--- config.mk ---
export PLATFORM = sky130hd
export DESIGN_NAME = dcr_device
export DESIGN_NICKNAME = d
export VERILOG_FILES = /design/src/pkg/dcr_pkg.sv /design/src/hdl/dcr_burst_ctr.sv /design/src/hdl/dcr_device.sv
export SDC_FILE = /design/constraint.sdc
export NUM_CORES = 1
export LEC_CHECK = 0
export BUFFER_PORTS_ARGS = -buffer_cell sky130_fd_sc_hd__buf_4
export CORE_ASPECT_RATIO = 0.75
export CORE_UTILIZATION = 58
export DETAILED_ROUTE_END_ITERATION = 16
export PLACE_DENSITY = 0.95
export SLEW_MARGIN = 20
export SYNTH_ARGS = -nofsm -noshare
export SYNTH_HDL_FRONTEND = slang
export SYNTH_SLANG_ARGS = --single-unit
--- constraint.sdc ---
create_clock -name clk_i -period 3.4 [get_ports clk_i]
set_clock_uncertainty 0.2 [all_clocks]
set_input_delay 0.34 -clock clk_i [delete_from_list [all_inputs] [get_ports clk_i]]
set_output_delay 0.34 -clock clk_i [all_outputs]
set_load 0.1 [all_outputs]
--- src/pkg/dcr_pkg.sv ---
// Purpose: shared constants and types for the ddr command, refresh and init block
// Assumes: one 10 MHz clock, synchronous active-high reset
// Notes: register offsets are word-aligned byte addresses on classic wishbone
package dcr_pkg;
  // clock rate and derived counts
  localparam int unsigned CLK_HZ = 10_000_000;
  localparam int unsigned PRECHARGE_WAIT_NS = 300; // precharge interval
  localparam int unsigned PRECHARGE_WAIT_CYC =
    (PRECHARGE_WAIT_NS * (CLK_HZ / 1_000_000) + 999) / 1000;
  localparam int unsigned SELF_TICK_NS = 8000; // internal self-refresh period
  localparam int unsigned SELF_TICK_CYC = SELF_TICK_NS * (CLK_HZ / 1_000_000) / 1000;
  localparam int unsigned EXIT_HOLD_CYC = 2; // cke high cycles to leave self-refresh
  // register byte offsets
  localparam logic [7:0] REG_CTRL = 8'h00;
  localparam logic [7:0] REG_STATUS = 8'h04;
  localparam logic [7:0] REG_MODE = 8'h08;
  localparam logic [7:0] REG_REFROW = 8'h0C;
  localparam logic [7:0] REG_REJECT = 8'h10;
  // mode register field positions on the address lines
  localparam int unsigned MODE_BL_LSB = 0;
  localparam int unsigned MODE_BT_BIT = 3;
  localparam int unsigned MODE_CL_LSB = 4;
  localparam int unsigned MODE_TEST_BIT = 7;
  localparam int unsigned LOOP_RESTART_BIT = 8;
  localparam int unsigned LOOP_ON_BIT = 0;
  localparam logic [2:0] BL_RESET = 3'h1;
  localparam logic [2:0] CL_RESET = 3'h2;
  // command encoding {ras_n, cas_n, we_n}
  typedef enum logic [2:0] {
    DCR_CMD_MODE = 3'h0, DCR_CMD_REFRESH = 3'h1, DCR_CMD_PRECHARGE = 3'h2,
    DCR_CMD_ACTIVATE = 3'h3, DCR_CMD_STORE = 3'h4, DCR_CMD_READ = 3'h5,
    DCR_CMD_HALT = 3'h6, DCR_CMD_NOP = 3'h7
  } dcr_cmd_t;
  // command bus as seen on the device pins
  typedef struct packed {
    logic cs_n;
    logic ras_n;
    logic cas_n;
    logic we_n;
    logic [2:0] bank;
    logic [10:0] addr; // addr[10] doubles as the precharge_all_line
  } dcr_cmd_bus_t;
  // programmed mode fields
  typedef struct packed {
    logic test_entry;
    logic [2:0] cas_lat;
    logic burst_type;
    logic [2:0] burst_len;
  } dcr_mode_t;
  // init progress
  typedef enum logic [2:0] {
    DCR_INIT_WAIT_CKE, DCR_INIT_PRECH, DCR_INIT_EXT, DCR_INIT_LOOPRST, DCR_INIT_DONE
  } dcr_init_t;
  typedef enum logic [1:0] {DCR_PW_NORMAL, DCR_PW_SELF, DCR_PW_EXIT} dcr_pw_t;
endpackage
--- src/hdl/dcr_burst_ctr.sv ---
// Purpose: column counter for one burst with sequential wrap
// Assumes: burst length of 2, 4 or 8 encoded as 1, 2, 3
// Notes: only the low bits inside the boundary step, upper bits stay
`timescale 1ns/10ps
module dcr_burst_ctr #(
  parameter int COL_W = 7
) (
  input wire logic clk_i,
  input wire logic rst_i,
  input wire logic load_i,
  input wire logic step_i,
  input wire logic [COL_W-1:0] start_i,
  input wire logic [2:0] bl_i,
  output logic [COL_W-1:0] col_o
);
  initial if (COL_W < 3) $error("column width must be at least 3");
  logic [COL_W-1:0] col_q, col_d;
  logic [COL_W-1:0] mask; // bits that wrap
  logic [COL_W-1:0] inc;
  // next column, wrapping inside the boundary
  always_comb
  begin
    unique case (bl_i)
      3'h1: mask = COL_W'(3'h1);
      3'h2: mask = COL_W'(3'h3);
      default: mask = COL_W'(3'h7);
    endcase
    inc = col_q + COL_W'(1);
    col_d = col_q;
    if (load_i)
    begin
      col_d = start_i;
    end
    else if (step_i)
    begin
      col_d = (col_q & ~mask) | (inc & mask);
    end
  end
  // register only
  always_ff @(posedge clk_i)
  begin
    if (rst_i)
      col_q <= '0;
    else
      col_q <= col_d;
  end
  assign col_o = col_q;
endmodule

--- src/hdl/dcr_device.sv ---
// Purpose: command decode, bank state, refresh, self-refresh and init tracking
// Assumes: inputs synchronous to clk_i; wishbone classic slave for software
// Notes: data path is modelled by strobes only; one data beat per clock
`timescale 1ns/10ps
// How it works
// - burst column steps by one, wrapping
// - chip select high ignores commands, bursts continue
// - halt floats read outputs after cas latency on reads without autoclose
// - precharge all line closes every bank
// - banks become idle after precharge wait
// - line high on access gives autoclose
// - refresh uses internal row counter
// - refresh with cke low enters self-refresh
// - self-refresh floats outputs, ignores commands
// - mode register holds four address fields
// - mode values kept until reprogrammed
module dcr_device #(
  parameter int BANKS = 8,
  parameter int ROW_W = 11
) (
  input wire logic clk_i,
  input wire logic rst_i,
  input wire logic cke_i,
  input wire dcr_pkg::dcr_cmd_bus_t cmd_i,
  input wire logic [31:0] wb_adr_i,
  input wire logic [31:0] wb_dat_i,
  input wire logic [3:0] wb_sel_i,
  input wire logic wb_we_i,
  input wire logic wb_cyc_i,
  input wire logic wb_stb_i,
  output logic [31:0] wb_dat_o,
  output logic wb_ack_o,
  output logic wb_err_o,
  output logic dq_oe_o,
  output logic dqs_oe_o,
  output logic [6:0] col_o,
  output logic self_refresh_o,
  output logic init_done_o
);
  initial if (BANKS != 8 || ROW_W > 16) $error("unsupported geometry");
  localparam logic [2:0] PW_CYC = 3'(dcr_pkg::PRECHARGE_WAIT_CYC);
  localparam logic [9:0] ST_CYC = 10'(dcr_pkg::SELF_TICK_CYC);

  dcr_pkg::dcr_cmd_t cmd;
  logic sel; // command is live this cycle
  logic all_bank_close_cmd;
  assign cmd = dcr_pkg::dcr_cmd_t'({cmd_i.ras_n, cmd_i.cas_n, cmd_i.we_n});
  assign all_bank_close_cmd = cmd_i.addr[10];

  // state registers
  dcr_pkg::dcr_pw_t pw_q, pw_d;
  dcr_pkg::dcr_init_t init_q, init_d;
  dcr_pkg::dcr_mode_t mode_q, mode_d;
  logic [BANKS-1:0] open_q, open_d; // bank holds an active row
  logic [BANKS-1:0] closing_q, closing_d; // precharge in flight
  logic [2:0] pwait_q [BANKS]; // precharge countdown per bank
  logic [2:0] pwait_d [BANKS];
  logic [ROW_W-1:0] refrow_q, refrow_d; // internal refresh row
  logic [9:0] stick_q, stick_d; // self-refresh timer
  logic [1:0] exitc_q, exitc_d; // cke high count on exit
  logic [3:0] beats_q, beats_d; // remaining burst beats
  logic rd_q, rd_d; // burst is a read
  logic ac_q, ac_d; // burst closes its bank
  logic [2:0] bb_q, bb_d; // burst bank
  logic [2:0] halt_q, halt_d; // latency countdown to float
  logic [15:0] rej_q, rej_d; // rejected accesses
  logic [1:0] nref_q, nref_d; // refreshes seen during init
  logic oe_q, oe_d;
  logic self_q; // registered self-refresh flag for the pin
  logic done_q; // registered init-complete flag for the pin
  logic start, step;
  // cs high or self-refresh makes the command bus a don't-care
  assign sel = !cmd_i.cs_n && pw_q == dcr_pkg::DCR_PW_NORMAL;

  // command decode, bank, burst, refresh and init next state
  always_comb
  begin
    pw_d = pw_q;
    init_d = init_q;
    mode_d = mode_q;
    open_d = open_q;
    closing_d = closing_q;
    pwait_d = pwait_q;
    refrow_d = refrow_q;
    stick_d = stick_q;
    exitc_d = exitc_q;
    beats_d = beats_q;
    rd_d = rd_q;
    ac_d = ac_q;
    bb_d = bb_q;
    halt_d = halt_q;
    rej_d = rej_q;
    nref_d = nref_q;
    start = 1'b0;
    step = 1'b0;
    // precharge timers; bank idles when the wait runs out
    for (int b = 0; b < BANKS; b++)
    begin
      if (closing_q[b])
      begin
        if (pwait_q[b] <= 3'h1)
        begin
          closing_d[b] = 1'b0;
        end
        pwait_d[b] = pwait_q[b] - 3'h1;
      end
    end
    // running burst keeps going regardless of cs
    if (beats_q != 4'h0)
    begin
      step = 1'b1;
      beats_d = beats_q - 4'h1;
      if (beats_q == 4'h1 && ac_q)
      begin
        open_d[bb_q] = 1'b0;
        closing_d[bb_q] = 1'b1;
        pwait_d[bb_q] = PW_CYC;
      end
    end
    if (halt_q != 3'h0)
    begin
      halt_d = halt_q - 3'h1;
    end
    if (sel)
    begin
      unique case (cmd)
        dcr_pkg::DCR_CMD_MODE:
        begin
          if (cmd_i.bank[0])
          begin
            // extended mode; loop_on_bit low enables the loop
            if (init_q == dcr_pkg::DCR_INIT_EXT && !cmd_i.addr[dcr_pkg::LOOP_ON_BIT])
              init_d = dcr_pkg::DCR_INIT_LOOPRST;
          end
          else
          begin
            mode_d = cmd_i.addr[7:0];
            if (init_q == dcr_pkg::DCR_INIT_LOOPRST &&
                !cmd_i.addr[dcr_pkg::LOOP_RESTART_BIT] && nref_q == 2'h2)
              init_d = dcr_pkg::DCR_INIT_DONE;
          end
        end
        dcr_pkg::DCR_CMD_REFRESH:
        begin
          refrow_d = refrow_q + ROW_W'(1);
          if (nref_q != 2'h2)
            nref_d = nref_q + 2'h1;
          if (!cke_i)
          begin
            pw_d = dcr_pkg::DCR_PW_SELF;
            stick_d = '0;
          end
        end
        dcr_pkg::DCR_CMD_PRECHARGE:
        begin
          if (all_bank_close_cmd)
          begin
            closing_d = closing_d | open_q;
            open_d = '0;
            for (int b = 0; b < BANKS; b++)
              pwait_d[b] = PW_CYC;
            if (init_q == dcr_pkg::DCR_INIT_PRECH)
              init_d = dcr_pkg::DCR_INIT_EXT;
          end
          else
          begin
            open_d[cmd_i.bank] = 1'b0;
            // keep a close already in flight, do not cut its wait short
            closing_d[cmd_i.bank] = closing_d[cmd_i.bank] | open_q[cmd_i.bank];
            pwait_d[cmd_i.bank] = PW_CYC;
          end
        end
        dcr_pkg::DCR_CMD_ACTIVATE:
        begin
          open_d[cmd_i.bank] = 1'b1;
        end
        dcr_pkg::DCR_CMD_READ, dcr_pkg::DCR_CMD_STORE:
        begin
          if (init_q != dcr_pkg::DCR_INIT_DONE)
          begin
            rej_d = rej_q + 16'h1;
          end
          else
          begin
            start = 1'b1;
            beats_d = 4'(1 << mode_q.burst_len);
            rd_d = cmd == dcr_pkg::DCR_CMD_READ;
            ac_d = all_bank_close_cmd;
            bb_d = cmd_i.bank;
            halt_d = 3'h0;
          end
        end
        dcr_pkg::DCR_CMD_HALT:
        begin
          if (rd_q && !ac_q && beats_q != 4'h0)
          begin
            halt_d = mode_q.cas_lat;
          end
        end
        default:
        begin
        end
      endcase
    end
    // init waits for cke high, whatever the command
    if (init_q == dcr_pkg::DCR_INIT_WAIT_CKE && cke_i)
      init_d = dcr_pkg::DCR_INIT_PRECH;
    // self-refresh: internal timer refreshes rows
    if (pw_q == dcr_pkg::DCR_PW_SELF)
    begin
      stick_d = stick_q + 10'h1;
      if (stick_q == ST_CYC - 10'h1)
      begin
        stick_d = '0;
        refrow_d = refrow_q + ROW_W'(1);
      end
      exitc_d = '0;
      if (cke_i)
      begin
        pw_d = dcr_pkg::DCR_PW_EXIT;
        exitc_d = 2'h1;
      end
    end
    else if (pw_q == dcr_pkg::DCR_PW_EXIT)
    begin
      if (!cke_i)
        pw_d = dcr_pkg::DCR_PW_SELF;
      else if (exitc_q == 2'(dcr_pkg::EXIT_HOLD_CYC - 1))
        pw_d = dcr_pkg::DCR_PW_NORMAL;
      else
        exitc_d = exitc_q + 2'h1;
    end
    // read drives until burst ends or halt latency expires
    oe_d = rd_d && beats_d != 4'h0 && pw_d == dcr_pkg::DCR_PW_NORMAL;
    if (halt_q == 3'h1)
    begin
      oe_d = 1'b0;
      beats_d = '0;
    end
  end

  // state register
  always_ff @(posedge clk_i)
  begin
    if (rst_i)
    begin
      pw_q <= dcr_pkg::DCR_PW_NORMAL;
      init_q <= dcr_pkg::DCR_INIT_WAIT_CKE;
      mode_q <= {1'b0, dcr_pkg::CL_RESET, 1'b0, dcr_pkg::BL_RESET};
      open_q <= '0;
      closing_q <= '0;
      for (int b = 0; b < BANKS; b++)
        pwait_q[b] <= '0;
      refrow_q <= '0;
      stick_q <= '0;
      exitc_q <= '0;
      beats_q <= '0;
      rd_q <= 1'b0;
      ac_q <= 1'b0;
      bb_q <= '0;
      halt_q <= '0;
      rej_q <= '0;
      nref_q <= '0;
      oe_q <= 1'b0;
      self_q <= 1'b0;
      done_q <= 1'b0;
    end
    else
    begin
      pw_q <= pw_d;
      init_q <= init_d;
      mode_q <= mode_d;
      open_q <= open_d;
      closing_q <= closing_d;
      pwait_q <= pwait_d;
      refrow_q <= refrow_d;
      stick_q <= stick_d;
      exitc_q <= exitc_d;
      beats_q <= beats_d;
      rd_q <= rd_d;
      ac_q <= ac_d;
      bb_q <= bb_d;
      halt_q <= halt_d;
      rej_q <= rej_d;
      nref_q <= nref_d;
      oe_q <= oe_d;
      self_q <= pw_d != dcr_pkg::DCR_PW_NORMAL;
      done_q <= init_d == dcr_pkg::DCR_INIT_DONE;
    end
  end

  dcr_burst_ctr #(.COL_W(7)) u_ctr (
    .clk_i(clk_i),
    .rst_i(rst_i),
    .load_i(start),
    .step_i(step && !start),
    .start_i(cmd_i.addr[6:0]),
    .bl_i(mode_q.burst_len),
    .col_o(col_o)
  );

  // wishbone slave: ack one cycle after request, drops next cycle
  logic ack_q, err_q;
  logic [31:0] dat_q, dat_d;
  logic hit;
  always_comb
  begin
    hit = 1'b1;
    dat_d = '0;
    unique case (wb_adr_i[7:0])
      dcr_pkg::REG_CTRL: dat_d = 32'h0;
      dcr_pkg::REG_STATUS: dat_d = {20'h0, open_q, 1'b0, oe_q,
                                    pw_q != dcr_pkg::DCR_PW_NORMAL,
                                    init_q == dcr_pkg::DCR_INIT_DONE};
      dcr_pkg::REG_MODE: dat_d = {24'h0, mode_q};
      dcr_pkg::REG_REFROW: dat_d = 32'(refrow_q);
      dcr_pkg::REG_REJECT: dat_d = {16'h0, rej_q};
      default: hit = 1'b0;
    endcase
  end
  // register answers; ctrl write 1 in bit 0 is accepted and has no state
  always_ff @(posedge clk_i)
  begin
    if (rst_i)
    begin
      ack_q <= 1'b0;
      err_q <= 1'b0;
      dat_q <= '0;
    end
    else
    begin
      ack_q <= wb_cyc_i && wb_stb_i && !ack_q && !err_q && hit;
      err_q <= wb_cyc_i && wb_stb_i && !ack_q && !err_q && !hit;
      dat_q <= (wb_cyc_i && wb_stb_i && !wb_we_i) ? dat_d : 32'h0;
    end
  end
  assign wb_ack_o = ack_q;
  assign wb_err_o = err_q;
  assign wb_dat_o = dat_q;
  assign dq_oe_o = oe_q;
  assign dqs_oe_o = oe_q;
  assign self_refresh_o = self_q;
  assign init_done_o = done_q;
endmodule

Yosys cells after proc, flatten, opt, wreduce, memory -nomap -nowiden
Cells that the tools add are included.
{"block": "totals", "reg_bits": 118, "inputBits": 92, "word_cells": 190, "out_inout_bits": 45}
{"block": "op_classes", "eq_ne": 28, "reduce_logical": 53, "muxes": 60, "magnitude_cmp": 4, "bitwise_logic": 12, "shifts": 1, "n_addsub": 8}
{"operator": "16-bit one-hot mux with 4 select lines", "count": 1}
{"operator": "10-bit 2-to-1 mux", "count": 5}
{"operator": "11-bit 2-to-1 mux", "count": 4}
{"operator": "3-bit 2-to-1 mux", "count": 11}
{"operator": "8-bit 2-to-1 mux", "count": 4}
{"operator": "2-bit 2-to-1 mux", "count": 12}
{"operator": "1-bit logical AND", "count": 19}
{"operator": "3-bit one-hot mux with 2 select lines", "count": 3}
{"operator": "3-bit AND reduction", "count": 6}
{"operator": "16-bit by 1-bit adder with 16-bit output (second input constant)", "count": 1}
{"operator": "8-bit bitwise AND", "count": 2}
{"operator": "8-bit by 4-bit == test with 1-bit output (second input constant)", "count": 2}
{"operator": "4-bit 2-to-1 mux", "count": 4}
{"operator": "8-bit inverter", "count": 2}
{"operator": "8-bit one-hot mux with 2 select lines", "count": 1}
{"operator": "3-bit by 2-bit == test with 1-bit output (second input constant)", "count": 5}
{"operator": "3-bit == test (second input constant)", "count": 5}
{"operator": "7-bit 2-to-1 mux", "count": 2}
{"operator": "2-bit nonzero test", "count": 7}
{"operator": "3-bit by 1-bit == test with 1-bit output (second input constant)", "count": 4}
{"operator": "11-bit by 1-bit adder with 11-bit output (second input constant)", "count": 1}
{"operator": "1-bit 2-to-1 mux", "count": 11}
{"operator": "10-bit by 1-bit adder with 10-bit output (second input constant)", "count": 1}
{"operator": "10-bit by 7-bit == test with 1-bit output (second input constant)", "count": 1}
{"operator": "other kinds (30)", "count": 52}

Depth between registers and ports, before layout
Gate-level depths: netlist (run 1).
{"block": "logic_depth", "ltp_word": 12, "mapped_depth": 8, "mapped_depth_nobuf": 6}

Modules after synthesis
Synthesis (run 1) repeated with hierarchy kept, for this count alone.
{"block": "hier_totals", "hier_cells": 614, "area_unflattened_um2": 5159.9}
{"module": "dcr_device", "area_each_um2": 4817.1, "n_inst": 1, "seq_area_each_um2": 1901.8, "cells_each": 580}
{"module": "dcr_burst_ctr", "area_each_um2": 342.8, "n_inst": 1, "seq_area_each_um2": 140.1, "cells_each": 34}

Worst setup path before layout (run 1)
OpenSTA, ideal clock, no wires.
{"block": "synth_path", "kind": "register to register", "startpoint": "register beats_q[0]", "endpoint": "register open_q[5]", "stages_incl_launch_ff": 7, "required_time_ns": 3.068, "t_arrival_ns": 1.872, "synth_period_minus_slack_ns": 2.205, "n_path_buf": 0, "path_slack_ns": 1.195, "setup_ns": 0.132, "cell_sequence": "dfxtp_1 -> inv_1 -> ha_1 -> or4b_1 -> o41a_1 -> o21ai_0 -> a21oi_1"}
{"block": "synth_via", "elab_chain_len": 8, "word_cells_on_any_way": 10, "classes_between": "eq/ne: 1; mux: 5; bitwise: 2; reduce/logical: 2"}
{"element": "from (decl)", "line_no": "dcr_device.sv:61", "text": "logic [3:0] beats_q, beats_d;"}
{"element": "from (signal assigned)", "line_no": "dcr_device.sv:279", "text": "beats_q <= beats_d;"}
{"element": "4-bit by 1-bit == test with 1-bit output", "line_no": "dcr_device.sv:113", "text": "if (beats_q == 4'h1 && ac_q)"}
{"element": "1-bit logical AND", "line_no": "dcr_device.sv:113"}
{"element": "8-bit 2-to-1 mux", "line_no": "dcr_device.sv:113"}
{"element": "8-bit 2-to-1 mux *", "line_no": "dcr_device.sv:109", "text": "if (beats_q != 4'h0)"}
{"element": "8-bit bitwise AND (no line)"}
{"element": "8-bit 2-to-1 mux", "line_no": "dcr_device.sv:156", "text": "if (all_bank_close_cmd)"}
{"element": "8-bit one-hot mux with 2 select lines", "line_no": "dcr_device.sv:126", "text": "unique case (cmd)"}
{"element": "8-bit 2-to-1 mux *", "line_no": "dcr_device.sv:124", "text": "if (sel)"}
{"element": "to (signal assigned)", "line_no": "dcr_device.sv:273", "text": "open_q <= open_d;"}
{"element": "to (decl)", "line_no": "dcr_device.sv:54", "text": "logic [BANKS-1:0] open_q, open_d;"}
Mark *: on every way between the ends. The rest lies on a longest branch, timed or not.
A chain may end at the register's enable or synchronous reset.

Worst setup path after layout (run 1)
{"block": "layout_path", "startpoint": "register pw_q[0]", "endpoint": "register stick_q[5]"}
{"block": "layout_via", "elab_chain_len": 4, "word_cells_on_any_way": 8, "classes_between": "eq/ne: 2; mux: 1; reduce/logical: 5"}
{"element": "from (decl)", "line_no": "dcr_device.sv:51", "text": "dcr_pkg::dcr_pw_t pw_q, pw_d;"}
{"element": "from (signal assigned)", "line_no": "dcr_device.sv:247", "text": "pw_q <= dcr_pkg::DCR_PW_NORMAL;"}
{"element": "from (signal assigned)", "line_no": "dcr_device.sv:270", "text": "pw_q <= pw_d;"}
{"element": "2-bit zero test", "line_no": "dcr_device.sv:73", "text": "assign sel = !cmd_i.cs_n && pw_q == dcr_pkg::DCR_PW_NORMAL;"}
{"element": "1-bit logical AND", "line_no": "dcr_device.sv:73"}
{"element": "2-bit nonzero test (no line)"}
{"element": "3-bit AND reduction (no line)"}
{"element": "to (signal assigned)", "line_no": "dcr_device.sv:277", "text": "stick_q <= stick_d;"}
{"element": "to (decl)", "line_no": "dcr_device.sv:59", "text": "logic [9:0] stick_q, stick_d;"}
Several ways; a longest one is shown, not always the timed one.

==> flow_summary.ini, run 1 <==
[cts]
clkTransAtPathRegs_ns = 0.07
clock_path_buffers = 2
cts_tree = done
cts_resized = 0
holdBufCountCts = 0
post_cts_buffers = 0
root_buffer = clkbuf_16
clock_sinks = 102
numCtsBuffers = 9
htree_levels = 3
insertion_delay_ns = 0.35

[setup_path]
critPathRequiredTime_ns = 3.44
slowest_stage = nor3b_2
r2r-start = pw_q[0]
critPathArrivalTime_ns = 2.65
critPathTopFamily = simple AND/OR/NAND/NOR gates
worstPathCellList = inv_1 -> ha_1 -> nor3b_2 -> a31oi_1 -> nor2b_1 -> a211o_1
startpoint = pw_q[0]
cp_slowest_stage_delay_ns = 0.58
cp_max_fo = 7
critPathKind = flop to flop
end_kind = flop
startpoint_type = flop
crit_buf_inv = 1

[drt]
drt-pass1-iter-count = 5
drtIter0Drc = 464
vias_per_cell = 6.28
postRouteAntennaNets = 0
num_vias = 4983
wl_per_cell_um = 17.0
drc = 0
wl_um = 13500

[global_routing]
grt_use_total_pct = 28.4
grt_pass1_vias = 4461
antenna_found_initial = 0
grt_overflow_total = 0
grt_pass1_wl_um = 21500
grt_max_degree = 60

[timing]
relSlewSlack_pct = 40.5
min_period_over_period_pct = 76.8
rsz0062_at_grt = false
fmaxAchievable_ghz = 0.383
hold_violations = 0
min_period_ns = 2.61
setup_viol = 0
finalSetupTns_ns = 0
maxSlewViolCount = 0
tightest_slew_ns = 0.891

[synth]
postSynth.asyncResetShare_pct = 0
yosysMostFrequentCell = dfxtp_1
yosysSeqAreaShare_pct = 38.0
synth_area_leader_cell = dfxtp_1
ys_types = 70
synth_warnings = 0
netlist.area_leader.share_pct = 38.0
synth-seq-cells = 102
synth_area_um2 = 5370
synth-main-ff-cell = dfxtp_1
syn-instance-count = 631
synth-edff-count = 0
syn_avg_cell_area_um2 = 8.51
ys_top_cells_by_area = dfxtp_1 38%, a21oi_1 4.8%, nor2_1 3.9%
synth_common_cells = 102 x dfxtp_1, 56 x nor2_1, 54 x nand2_1, 51 x a21oi_1, 23 x o21ai_0

[floorplanning]
rows = 30
fp.dieArea_um2 = 9660
die_width_um = 113
ios = 137
start_util_pct = 59.6
core_area_um2 = 9010
chipHeight_um = 85.4

[worst_hold_path]
hold_class = primary input to flop
min-delay-start = cmd_i[5]

[cells_and_area]
diodes = 0
area_growth_pct = 14.4
fin_nets = 784
finalInstanceArea_um2 = 6150
drive_above_1_share_pct = 15.2

[pwr]
power_uw = 3070
power_density_nw_per_um2 = 500
ir_drop_mv = 0.423
total_leakage_power_uw = 0.00230

[outcome]
outcome = complete, no violations

[placement]
numPortBuffers = 59
hpwl_um = 9690
place_area_um2 = 5810
gp_congestion = 0.936

[flow_run]
max_cap_viol_count = 0
[sequential cells by signal, indices dropped and copies added, names as in the netlist, named ones only]
signal / count
init_done_o: 1
open_q: 8
beats_q: 4
rd_q: 1
rej_q: 16
nref_q: 2
bb_q: 3
stick_q: 10
mode_q: 8
pw_q: 2
init_q: 3
wb_dat_o: 16
dq_oe_o: 1
self_refresh_o: 1
exitc_q: 2
refrow_q: 11
u_ctr.col_o: 5
wb_ack_o: 1
halt_q: 3
wb_err_o: 1
ac_q: 1
[path summary, 6_finish.rpt]
| check | end | slack (ns) | depth (start not counted) |
|---|---|---|---|
| max | stick_q[5] | 0.79 | 6 |
| max reg2reg | stick_q[5] | 0.79 | 6 |
| min reg2reg | u_ctr.col_o[6] | 0.26 | 2 |
| min | mode_q[5] | 0.007 | 2 |
[routing by layer]
layer,GRT usage (%),vias to the layer above,share of wire (%)
met5,0,-,0
met2,46.4,254,47
met3,7.29,26,9.6
met4,7.18,0,1.6
li1,-,2351,-
met1,37.5,2352,42
[power breakdown]
group / internal [uW] / total [uW] / switching, uW / leakage, uW
clock network: 734 / 1170 / 437 / 0.000166
logic: 217 / 616 / 400 / 0.00131
registers: 1240 / 1280 / 47.8 / 0.000824
total: 2190 / 3070 / 884 / 0.00230
[per-stage QoR]
step	hold slack (ns)	util [%]	std cells	setup slack, ns
5_1_grt	0.00925	68.2	794	0.698
3_3_place_gp	0.245	64.5	779	1.01
3_5_place_dp	0.254	64.5	779	0.907
4_1_cts	0.000993	68.2	794	0.909
2_1_floorplan	0.231	-	646	1.20
6_report	0.00659	68.2	794	0.788
[area by class of cell]
cell class                 count  area (um^2)
clock inverter                 4         95.1
timing repair buffer          63          473
sequential                   102         2040
multi-input combinational    481         3080
tap                          112          140
clock buffer                  11          243
inverter                      21         78.8
fill                         684         2860
[logic make-up (layout without fill, tap and decap cells)]
kind of cell             count (synthesis)  in the layout  synth area share (%)
AO/OA/AOI/OAI                          154            154                  19.0
XOR/XNOR                                16             16                  2.61
adder cells (fa/ha/maj)                 14             14                  3.26
buffers and inverters                   63             99                  5.80
flip-flops                             102            102                  38.0
multiplexers                            18             18                  3.56
other                                    1             16                0.0698
AND/OR/NAND/NOR                        263            263                  27.7
[cells in the final DEF (no fill, tap or decap), types with 5 or more instances in the layout]
master and n:
dfxtp_1 102, buf_4 63, nor2_1 56, nand2_1 54
a21oi_1 51, o21ai_0 23, inv_1 21, nand3_1 21
nor2b_1 20, nor3_1 17, conb_1 16, a22o_1 14
ha_1 14, and2_1 13, a22oi_1 13, nand4_1 13
and3_1 10, mux2_2 9, xor2_1 9, mux2i_1 9
clkbuf_16 9, nor3b_1 8, xnor2_1 7, or3_1 6
or4_1 5, a32o_1 5
No activity file was read; power rests on OpenSTA's default activity.
==> run 2, diff against run 1 <==
--- a/config.mk
+++ b/config.mk
@@ -5,11 +5,12 @@
 export SDC_FILE = /design/constraint.sdc
 export NUM_CORES = 1
 export LEC_CHECK = 0
+export ABC_AREA = 1
 export BUFFER_PORTS_ARGS = -buffer_cell sky130_fd_sc_hd__buf_4
 export CORE_ASPECT_RATIO = 0.75
-export CORE_UTILIZATION = 58
+export CORE_UTILIZATION = 54
 export DETAILED_ROUTE_END_ITERATION = 16
-export PLACE_DENSITY = 0.95
+export PLACE_DENSITY = 0.93
 export SLEW_MARGIN = 20
 export SYNTH_ARGS = -nofsm -noshare
 export SYNTH_HDL_FRONTEND = slang
==> constraint.sdc (replaced) <==
create_clock -name clk_i -period 2.42 [get_ports clk_i]
set_clock_uncertainty 0.2 [all_clocks]
set_input_delay 0.242 -clock clk_i [delete_from_list [all_inputs] [get_ports clk_i]]
set_output_delay 0.242 -clock clk_i [all_outputs]
set_load 0.1 [all_outputs]
==> flow_summary.ini, run 2 <==
[setup_path]
cp_slowest_stage_delay_ns = 0.33
end_kind = flop
critPathMostFrequentCell = nor2_1
slowest_stage = dfxtp_1
startpoint_type = flop
r2r-end = dq_oe_o
critPathKind = flop to flop
startpoint = pw_q[1]
cp-endpoint = dq_oe_o
cp_max_fo = 18
ff2ff_path_depth = 9
worstPathCellList = inv_1 -> ha_1 -> nand2_2 -> nor2_1 -> nand2_2 -> o21ai_0 -> nand3_1 -> nor2_1 -> nor2_1
r2r-start = pw_q[1]
critPathRequiredTime_ns = 2.47
critPathArrivalTime_ns = 2.24
regToRegSetupSlack_ns = 0.23

[cells_and_area]
diodes = 0
fillers = 845
final_common_cell = nand2_1
layout_common_cells = 154 x nand2_1, 117 x nor2_1, 102 x dfxtp_1
fin_nets = 979
regArea_um2 = 2040
drive_above_1_share_pct = 13.2
multi_input_area_um2 = 2830
finalInstanceArea_um2 = 6390
area_growth_pct = 17.6

[synth]
synth-seq-cells = 102
synth-edff-count = 0
yosysSeqAreaShare_pct = 37.6
ys_types = 37
synth_common_cells = 154 x nand2_1, 117 x nor2_1, 102 x dfxtp_1, 101 x inv_1, 68 x nand3_1
postSynth.asyncResetShare_pct = 0
ys_top_cells_by_area = dfxtp_1 38%, nand2_1 11%, nor2_1 8.1%
synth_area_um2 = 5430
synth_warnings = 0
netlist.area_leader.share_pct = 37.6
syn_avg_cell_area_um2 = 6.75
yosysMostFrequentCell = nand2_1
syn-instance-count = 805
synth_area_leader_cell = dfxtp_1
synth-main-ff-cell = dfxtp_1

[placement]
gp_congestion = 0.934
place_area_um2 = 5950
hpwl_um = 9830
numPortBuffers = 59

[outcome]
outcome = complete, no violations

[global_routing]
grt_overflow_total = 0
grt_max_degree = 25
grt_use_total_pct = 26.6
antenna_found_initial = 0
grt_pass1_wl_um = 22300
grt_pass1_vias = 4830

[cts]
insertion_delay_ns = 0.35
root_buffer = clkbuf_16
cts_tree = done
clock_sinks = 102
numCtsBuffers = 9
clock_path_buffers = 2
htree_levels = 3
clkTransAtPathRegs_ns = 0.07

[flow_run]
max_cap_viol_count = 0

[timing]
setup_viol = 0
fmaxAchievable_ghz = 0.457
min_period_over_period_pct = 90.5
finalSetupTns_ns = 0
hold_violations = 0
min_period_ns = 2.19
rsz0062_at_grt = false
maxSlewViolCount = 0
relSlewSlack_pct = 55.1
tightest_slew_ns = 0.668

[floorplanning]
rows = 31
ios = 137
chipHeight_um = 88.9
core_area_um2 = 9700
die_width_um = 118
start_util_pct = 56.0
fp.dieArea_um2 = 10500

[drt]
drtIter0Drc = 526
num_vias = 5391
wl_per_cell_um = 13.5
wl_um = 13600
vias_per_cell = 5.34
drc = 0
postRouteAntennaNets = 0
drt-pass1-iter-count = 5

[worst_hold_path]
min-delay-start = cmd_i[14]
min_delay_path_depth = 3
hold_class = primary input to flop

[pwr]
power_density_nw_per_um2 = 695
total_leakage_power_uw = 0.00270
ir_drop_mv = 0.455
run 2: changes by cell type in the layout (fill, tap and decap cells not counted), sizes merged, moves of 15 or more:
| cell | before | now |
|---|---|---|
| nor2b | 20 | 0 |
| nand2 | 55 | 161 |
| a21oi | 51 | 66 |
| nand3 | 22 | 70 |
| nor2 | 56 | 126 |
| o21ai | 24 | 55 |
| inv | 21 | 109 |
run 2: per-layer routing:
metal / global-route usage, % / vias up / share of wire [%]
met4: 8.74 / 0 / 1.4
li1: - / 2698 / -
met5: 0 / - / 0
met3: 5.09 / 21 / 8.9
met2: 45.6 / 249 / 46
met1: 34.3 / 2423 / 44
run 2: timing repair:
item,4_1_cts,5_1_grt
resized for setup,0,0
hold endpoints to repair,12,0
hold buffers,8,0
setup buffers,0,0
setup endpoints to repair,0,0
run 2: worst max-delay path, delay by kind of cell, from the launching register on:
family / cells / cell delay [ns]
AND/OR/NAND/NOR: 6 / 0.87
adder cells (fa/ha/maj): 1 / 0.29
buffers and inverters: 1 / 0.11
flip-flops: 1 / 0.33
AO/OA/AOI/OAI: 1 / 0.30
run 2: metrics by stage:
stage	worst slack (ns)	instances	total power, uW	hold slack [ns]	util, %
after floorplan	0.470	820	2580	0.155	-
after global placement	0.377	986	2720	0.246	61.4
after detailed placement	0.288	986	2740	0.248	61.4
after CTS	0.256	1010	4440	0.00973	65.9
after global routing	0.0693	1010	4630	0.0344	65.9
final	0.230	1010	4440	0.0221	65.9
run 2: worst min path at each step:
| stage | end | slack [ns] |
|---|---|---|
| 2_1_floorplan | mode_q[5] | 0.16 |
| 3_3_place_gp | wb_dat_o[15] | 0.25 |
| 3_5_place_dp | wb_dat_o[15] | 0.25 |
| 4_1_cts | ac_q | 0.01 |
| 5_1_grt | rd_q | 0.03 |
| 6_report | rd_q | 0.02 |
run 2: kinds of logic (layout without fill, tap and decap cells):
kind of cell | after synthesis | count (layout) | share of synthesized area (%)
AOI/OAI and AO/OA | 143 | 143 | 14.2
xor gates and xnor gates | 7 | 7 | 1.13
adders and majority gates | 14 | 14 | 3.22
buffers and inverters | 142 | 200 | 11.4
DFF | 102 | 102 | 37.6
muxes | 1 | 1 | 0.184
other | 1 | 16 | 0.0690
and+or+nand+nor | 395 | 395 | 32.2
run 2: layout make-up:
class / instances / area share, %
clock buffer: 10 / 3.74
clock inverter: 6 / 1.80
inverter: 107 / 6.29
multi-input combinational: 576 / 44.3
sequential: 102 / 32.0
tap: 132 / 2.59
timing repair buffer: 77 / 9.36
run 2: power breakdown:
group	switching, uW	leakage, uW	internal [uW]
Sequential	48.6	0.000824	1750
Combinational	656	0.00170	283
Clock	653	0.000170	1050
Total	1360	0.00270	3080
==> run 3, diff against run 2 <==
--- a/config.mk
+++ b/config.mk
@@ -8,9 +8,9 @@
 export ABC_AREA = 1
 export BUFFER_PORTS_ARGS = -buffer_cell sky130_fd_sc_hd__buf_4
 export CORE_ASPECT_RATIO = 0.75
-export CORE_UTILIZATION = 54
+export CORE_UTILIZATION = 35
 export DETAILED_ROUTE_END_ITERATION = 16
-export PLACE_DENSITY = 0.93
+export PLACE_DENSITY = 0.69
 export SLEW_MARGIN = 20
 export SYNTH_ARGS = -nofsm -noshare
 export SYNTH_HDL_FRONTEND = slang
==> flow_summary.ini, run 3 (synthesis results as in run 2) <==
[outcome]
outcome = complete, no violations

[cts]
clock_path_buffers = 2
root_buffer = clkbuf_16
clock_sinks = 102
htree_levels = 3
holdBufCountCts = 8
post_cts_buffers = 0
cts_tree = done
numCtsBuffers = 9
cts_resized = 0
insertion_delay_ns = 0.34
clkTransAtPathRegs_ns = 0.07

[setup_path]
end_kind = flop
cp_max_fo = 18
startpoint = pw_q[1]
critPathArrivalTime_ns = 2.19
r2r-start = pw_q[1]
critPathMostFrequentCell = nor2_1
cp_slowest_stage_delay_ns = 0.32
worstPathCellList = inv_1 -> ha_1 -> nand2_2 -> nor2_1 -> nand2_2 -> o21ai_0 -> nand3_1 -> nor2_1 -> nor2_1
critPathRequiredTime_ns = 2.46
startpoint_type = flop
critPathKind = flop to flop
slowest_stage = dfxtp_1

[floorplanning]
start_util_pct = 35.8
chipHeight_um = 110
die_width_um = 146
rows = 39
core_area_um2 = 15200
ios = 137
fp.dieArea_um2 = 16000

[cells_and_area]
fin_nets = 977
area_growth_pct = 17.8
multi_input_area_um2 = 2830
layout_common_cells = 154 x nand2_1, 117 x nor2_1, 102 x dfxtp_1
finalInstanceArea_um2 = 6400
fillers = 1570
drive_above_1_share_pct = 12.8
regArea_um2 = 2040
diodes = 0
final_common_cell = nand2_1

[pwr]
total_leakage_power_uw = 0.00266
power_density_nw_per_um2 = 640
ir_drop_mv = 0.382

[global_routing]
antenna_found_initial = 0
grt_use_total_pct = 17.1
grt_overflow_total = 0
grt_pass1_vias = 4482
grt_max_degree = 35
grt_pass1_wl_um = 21800

[drt]
drt-pass1-iter-count = 5
drc = 0
num_vias = 5112
postRouteAntennaNets = 0
drtIter0Drc = 316
wl_per_cell_um = 12.1
vias_per_cell = 4.73
wl_um = 13100

[timing]
setup_viol = 0
min_period_ns = 2.15
layout_setup_ws_ns = 0.266
tightest_slew_ns = 0.568
relSlewSlack_pct = 61.9
rsz0062_at_grt = false
hold_violations = 0
min_period_over_period_pct = 89.0
maxSlewViolCount = 0
fmaxAchievable_ghz = 0.464
finalSetupTns_ns = 0

[placement]
hpwl_um = 9900
preCtsSetupSlack_ns = 0.283
gp_congestion = 0.830
numPortBuffers = 59
place_area_um2 = 6040

[flow_run]
max_cap_viol_count = 0

[worst_hold_path]
hold_class = primary input to flop
min-delay-start = wb_we_i
==> run 3: through the flow <==
stage                     total power [uW]  cells  hold slack, ns  utilization (%)
after floorplan                       2580    820           0.155                -
after global placement                2730   1057           0.251             39.8
after detailed placement              2740   1057           0.253             39.8
after CTS                             4140   1081         0.00175             42.2
after global routing                  4320   1081          0.0308             42.2
final                                 4100   1081          0.0111             42.2
==> run 3: final timing paths <==
path | to | slack (ns) | cells after the start
setup / recovery | dq_oe_o | 0.27 | 9
hold / removal | wb_dat_o[15] | 0.01 | 4
setup reg to reg | dq_oe_o | 0.27 | 9
hold reg to reg | exitc_q[1] | 0.26 | 2
==> run 3: per-layer routing <==
metal	track usage (%)	routed length [um]	up-vias
li1	-	-	2705
met4	4.51	113	0
met2	27.0	5650	108
met1	23.6	6690	2287
met5	0	0	-
met3	3.57	627	12
==> run 3: power by group <==
part           leakage [uW]  total, uW  switching (uW)  internal, uW
clock              0.000140       1370             621           754
combinational       0.00170        923             639           283
sequential         0.000824       1800            47.3          1750
==> run 3: layout make-up <==
cell class              count  area share (%)
repair buffers             75            9.30
clock buffers              13            4.07
multi-input cells         576            44.2
clock inverters             3           0.293
flip-flops and latches    102            31.9
well taps                 205            4.01
inverters                 107            6.27
==> run 3: critical path: cells and delay by family (launching register included) <==
| family | cells | cell delay, ns |
|---|---|---|
| simple gates | 6 | 0.86 |
| flops | 1 | 0.32 |
| fa+ha+maj | 1 | 0.29 |
| compound gates | 1 | 0.29 |
| buf+inv | 1 | 0.09 |
